--- src/inrap_pkg.sv ---
package inrap_pkg;

    // ==========================================
    // bus geometry
    localparam int INRAP_ADDR_W = 5;
    localparam int INRAP_DATA_W = 8;
    localparam int INRAP_PTR_W = 8;
    localparam int INRAP_RAM_DEPTH = 256;

    // ==========================================
    // register map
    localparam logic [INRAP_ADDR_W-1:0] INRAP_OFS_POINTER = 5'h10;
    localparam logic [INRAP_ADDR_W-1:0] INRAP_OFS_DATA_WINDOW = 5'h13;

    // ==========================================
    // reset values and constants
    localparam logic [INRAP_PTR_W-1:0] INRAP_PTR_RESET = 8'h00;
    localparam logic [INRAP_PTR_W-1:0] INRAP_PTR_STEP = 8'h01;
    localparam logic [INRAP_PTR_W-1:0] INRAP_PTR_LAST = 8'hff;
    localparam logic [INRAP_PTR_W-1:0] INRAP_PTR_FIRST = 8'h00;
    localparam logic [INRAP_DATA_W-1:0] INRAP_DATA_RESET = 8'h00;
    localparam logic [INRAP_ADDR_W-1:0] INRAP_ADDR_RESET = 5'h00;

    // ==========================================
    // access phase
    typedef enum logic [1:0]
    {
        INRAP_IDLE = 2'b01,
        INRAP_ACTIVE = 2'b10
    } inrap_phase_t;

endpackage

--- src/inrap_ram.sv ---
module inrap_ram
#(
    parameter int DATA_W = 8,
    parameter int ADDR_W = 8,
    parameter int DEPTH = 256
)
(
    input wire logic CLOCK_I,
    input wire logic we_i,
    input wire logic [ADDR_W-1:0] waddr_i,
    input wire logic [DATA_W-1:0] wdata_i,
    input wire logic [ADDR_W-1:0] raddr_i,
    output logic [DATA_W-1:0] rdata_o
);

    // ==========================================
    // storage, battery backed so no reset
    logic [DATA_W-1:0] mem [DEPTH];

    always_ff @(posedge CLOCK_I)
    begin
        if (we_i)
        begin
            mem[waddr_i] <= wdata_i;
        end
    end

    assign rdata_o = mem[raddr_i];

endmodule

--- src/inrap_top.sv ---
module inrap_top
    import inrap_pkg::*;
(
    input wire logic CLOCK_I,
    input wire logic RST_B_I,
    input wire logic CE_B_I,
    input wire logic OE_B_I,
    input wire logic WE_B_I,
    input wire logic [inrap_pkg::INRAP_ADDR_W-1:0] ADDR_I,
    input wire logic [inrap_pkg::INRAP_DATA_W-1:0] DATA_I,
    input wire logic BURST_INCREMENT_ENABLE_I,
    output logic [inrap_pkg::INRAP_DATA_W-1:0] DATA_O,
    output logic DATA_OE_O
);

    import inrap_pkg::*;

    // ==========================================
    // helpers
    function automatic logic is_pointer(input logic [INRAP_ADDR_W-1:0] a);
        is_pointer = (a == INRAP_OFS_POINTER);
    endfunction

    function automatic logic is_window(input logic [INRAP_ADDR_W-1:0] a);
        is_window = (a == INRAP_OFS_DATA_WINDOW);
    endfunction

    // ==========================================
    // state
    typedef struct packed
    {
        inrap_phase_t phase;
        logic [INRAP_ADDR_W-1:0] addr;
        logic [INRAP_DATA_W-1:0] wdata;
        logic wr;
        logic [INRAP_PTR_W-1:0] ptr;
        logic [INRAP_DATA_W-1:0] rdata;
    } inrap_state_t;

    localparam inrap_state_t INRAP_STATE_RESET = '{
        phase: INRAP_IDLE,
        addr: INRAP_ADDR_RESET,
        wdata: INRAP_DATA_RESET,
        wr: 1'b0,
        ptr: INRAP_PTR_RESET,
        rdata: INRAP_DATA_RESET
    };

    inrap_state_t s_q;
    inrap_state_t s_d;

    logic rd_now;
    logic wr_now;
    logic act_now;
    logic acc_end;
    logic ram_we;
    logic [INRAP_DATA_W-1:0] ram_rdata;

    // ==========================================
    // strobe decode
    assign rd_now = !CE_B_I && !OE_B_I && WE_B_I;
    assign wr_now = !CE_B_I && !WE_B_I;
    assign act_now = rd_now || wr_now;
    // a rising edge of CE_B_I or of the access's own strobe (OE_B_I on a read, WE_B_I on a write with OE_B_I high) closes the access
    assign acc_end = (s_q.phase == INRAP_ACTIVE) && !act_now;
    assign ram_we = acc_end && s_q.wr && is_window(s_q.addr);

    // ==========================================
    // next state
    always_comb
    begin
        s_d = s_q;
        case (s_q.phase)
            INRAP_IDLE:
            begin
                if (act_now)
                begin
                    s_d.phase = INRAP_ACTIVE;
                end
            end
            INRAP_ACTIVE:
            begin
                if (!act_now)
                begin
                    s_d.phase = INRAP_IDLE;
                end
            end
            default:
            begin
                s_d.phase = INRAP_IDLE;
            end
        endcase
        // track the access while strobes are low; last values are used at release
        if (act_now)
        begin
            s_d.addr = ADDR_I;
            s_d.wr = wr_now;
            if (wr_now)
            begin
                s_d.wdata = DATA_I;
            end
        end
        if (acc_end)
        begin
            if (s_q.wr && is_pointer(s_q.addr))
            begin
                s_d.ptr = s_q.wdata;
            end
            else if (is_window(s_q.addr) && BURST_INCREMENT_ENABLE_I)
            begin
                // 8-bit add rolls over from the last byte to the first
                s_d.ptr = s_q.ptr + INRAP_PTR_STEP;
            end
        end
        if (is_pointer(ADDR_I))
        begin
            s_d.rdata = s_q.ptr;
        end
        else
        begin
            s_d.rdata = ram_rdata;
        end
    end

    always_ff @(posedge CLOCK_I or negedge RST_B_I)
    begin
        if (!RST_B_I)
        begin
            s_q <= INRAP_STATE_RESET;
        end
        else
        begin
            s_q <= s_d;
        end
    end

    // ==========================================
    // ram
    inrap_ram
    #(
        .DATA_W(INRAP_DATA_W),
        .ADDR_W(INRAP_PTR_W),
        .DEPTH(INRAP_RAM_DEPTH)
    )
    inrap_ram_i
    (
        .CLOCK_I(CLOCK_I),
        .we_i(ram_we),
        .waddr_i(s_q.ptr),
        .wdata_i(s_q.wdata),
        .raddr_i(s_q.ptr),
        .rdata_o(ram_rdata)
    );

    // ==========================================
    // outputs
    assign DATA_O = s_q.rdata;
    assign DATA_OE_O = rd_now && (is_pointer(ADDR_I) || is_window(ADDR_I));
endmodule

--- config.mk ---
export PLATFORM = sky130hd
export DESIGN_NAME = inrap_top
export DESIGN_NICKNAME = d
export VERILOG_FILES = /design/src/inrap_pkg.sv /design/src/inrap_ram.sv /design/src/inrap_top.sv
export SDC_FILE = /design/constraint.sdc
export NUM_CORES = 2
export LEC_CHECK = 0
export BUFFER_PORTS_ARGS = -buffer_cell sky130_fd_sc_hd__buf_2
export CORE_ASPECT_RATIO = 0.9
export CORE_MARGIN = 3
export CORE_UTILIZATION = 55
export CTS_BUF_LIST = sky130_fd_sc_hd__clkbuf_4 sky130_fd_sc_hd__clkbuf_8
export CTS_CLUSTER_SIZE = 30
export DETAILED_ROUTE_END_ITERATION = 6
export PLACE_DENSITY = 0.81
export SLEW_MARGIN = 20
export SYNTH_ARGS = -nofsm -noshare
export SYNTH_HDL_FRONTEND = slang
export SYNTH_SLANG_ARGS = --single-unit
--- constraint.sdc ---
create_clock -name CLOCK_I -period 10 [get_ports CLOCK_I]
set_input_delay 1 -clock CLOCK_I [delete_from_list [all_inputs] [get_ports CLOCK_I]]
set_output_delay 1 -clock CLOCK_I [all_outputs]
set_load 0.005 [all_outputs]
==> reports/results.tsv <==
stage	metric	value	unit
route	viasPerCell	6.90	
power	leakage	0.0270	uW
sta	final-hold-violation-count	0	
final_layout	fillers	9350	
final_layout	drive_gt1_share	26.3	%
placement	place_ws	5000	ps
critical_path	worstSetupEndpointType	register	
route	dr.pass1.iters	7	
sta	clock_skew	56.5	ps
final_layout	final_cell_mix	edfxtp_1, mux4_2, clkbuf_8, nor2_1, nand2_1	
global_routing	antenna_found_initial	10	
sta	tns	0	ps
clock_tree	cts_resized	0	
synth	netlist_area	0.0808	mm^2
route	drt_iter0_drc	7490	
synth	synth-main-ff-cell	edfxtp_1	
power	peakVddDrop	0.180	mV
route	final_antenna_net_count	0	
clock_tree	clkLatencyLatePin	1050	ps
final_layout	syn_to_final_growth	10.1	%
clock_tree	cts_tree	yes	
placement	io_buffers	27	
clock_tree	numCtsBuffers	315	
sta	rsz0062_at_grt	no	
synth	synth_top_area_cell	edfxtp_1	
synth	synth_edf_count	2048	
clock_tree	clockBufferDepth	4	
route	post_drt_wl_per_cell	34.5	um
clock_tree	clock-sinks	2080	
clock_tree	cts_root_buf	clkbuf_8	
hold_path	worstHoldPathType	in -> async	
sta	setup_viol	0	
critical_path	arrival	6030	ps
critical_path	crit_required	10960	ps
critical_path	path_max_fanout	43	
global_routing	grt_max_degree	203	
power	power.density	209	mW/mm^2
route	drc_errors	1	
synth	synth_top_area_share	76.2	%
critical_path	r2r-start	s_q[8]$_DFFE_PN0P_	
job	max_cap_viol_count	0	
floorplanning	die_y	370	um
floorplanning	coreArea	0.145	mm^2
synth	yosysSeqAreaShare	77.1	%
route	finalWirelength	214000	um
synth	synthCells	3838	
synth	synth_nets	3861	
clock_tree	cts_hold_buf	0	
placement	place_hpwl	126000	um
sta	setup_slack	4940	ps
final_layout	nNetsFinal	4046	
placement	place.gp.congestion	0.919	
floorplanning	die_area	0.151	mm^2
sta	worst_pin_slew	1260	ps
final_layout	final_common_cell	edfxtp_1	
clock_tree	cts_setup_buffers	0	
global_routing	grt_pass1_wl	308000	um
clock_tree	path_clk_slew	60	ps
status	status	finished with violations	
synth	ys_top_cells_by_area	edfxtp_1, mux4_2, nor2_1	
synth	synth_warnings	0	
synth	avgSynthCellArea	21.0	um^2
global_routing	grt_usage	28.5	%
synth	async_flop_share	1.54	%
sta	post-route-period-util	50.6	%
status	violations	DRC	
sta	slew_viol_final	0	
sta	relSlewSlack	16.1	%
critical_path	cp-startpoint	s_q[8]$_DFFE_PN0P_	
synth	synth_seq_cells	2080	
floorplanning	initial_core_util	55.8	%
clock_tree	h-tree-depth	5	
sta	fmax	0.198	GHz
synth	ys_types	69	
critical_path	worstSetupPathType	reg -> reg	
global_routing	grt_pass1_vias	42300	
sta	period_minus_slack	5060	ps
critical_path	start_kind	register	
floorplanning	num_io_pins	28	
floorplanning	die_w	410	um
global_routing	overflow	0	
floorplanning	row_count	132	
route	num_vias	42700	
## state kept, by name, indices dropped and copies added, names as in the netlist
| signal | cells |
|---|---|
| inrap_ram_i.mem | 2048 |
| DATA_O | 8 |
| s_q | 24 |
## final cells by class
cell class / count / area [um^2] / share of cell area [%]
tap: 1943 / 2430 / 2.73
antenna: 9 / 22.5 / 0.0253
clock inverter: 121 / 887 / 0.998
sequential: 2080 / 62300 / 70.1
inverter: 7 / 28.8 / 0.0324
clock buffer: 414 / 5150 / 5.79
timing repair buffer: 109 / 925 / 1.04
multi-input combinational: 1510 / 17100 / 19.3
## cells in the mapped netlist, types with 12 or more instances
cell and count:
a32oi_1 12, nand2_1 135, nand3_1 30, o22ai_1 64
nor2_1 294, a221oi_1 12, buf_2 47, nor4_1 14
buf_4 46, dfrtp_1 31, clkbuf_1 110, buf_6 29
mux4_2 486, a21oi_1 59, mux2i_1 106, edfxtp_1 2048
a22oi_1 83, o21ai_0 27, mux2_2 27
## worst paths after layout
path / endpoint / slack, ps / cells after the start
hold / removal: s_q[11]$_DFFE_PN0P_ / 150 / 1
setup reg to reg: DATA_O[1]$_DFF_PN0_ / 4940 / 9
hold reg to reg: s_q[28]$_DFFE_PN0N_ / 530 / 1
setup / recovery: DATA_O[1]$_DFF_PN0_ / 4940 / 9
max in group asynchronous: s_q[8]$_DFFE_PN0P_ / 9120 / 1
min in group CLOCK_I: s_q[17]$_DFFE_PN0P_ / 210 / 3
## per-layer routing
layer	GRT usage, %	up-vias	part of all wire, %
met3	12.5	648	17
met4	12.1	4	4.5
met5	0	-	0.011
met1	39.4	21700	35
met2	39.9	3998	44
li1	-	16400	-
## metrics by stage
step                      total power [uW]  hold WS (ps)  util (%)  instance area [um^2]  cells
final                                18600           149      61.4                 88900   6193
after global routing                 19000           155      61.4                 88900   6185
after CTS                            18500          95.5      61.3                 88800   6182
after detailed placement             11800           505      57.2                 82800   5647
after global placement               11800           499      57.1                 82700   5644
after floorplan                      11300           481         -                 80800   3838
## worst max-delay path: stages, from the launching register on
cell	delay [ps]
dfrtp_4	840
buf_4	730
buf_4	780
mux4_2	360
nand2_1	60
a32o_1	370
a211oi_1	520
o22ai_1	240
a21oi_1	680
o32a_1	280
## cells by family after synthesis
group | Yosys count | synth area share (%)
AOI/OAI and AO/OA | 338 | 2.92
xor gates and xnor gates | 2 | 0.0217
adders and majority gates | 4 | 0.0620
buffers and inverters | 248 | 1.73
DFF | 2080 | 77.1
muxes | 619 | 15.2
and+or+nand+nor | 547 | 2.87
## where the power goes
group          switching, uW  total, uW  internal [uW]
clock network           3170       6870           3700
registers                149      10000           9870
logic                   1050       1660            612
Power figures use the tool's default switching activity.
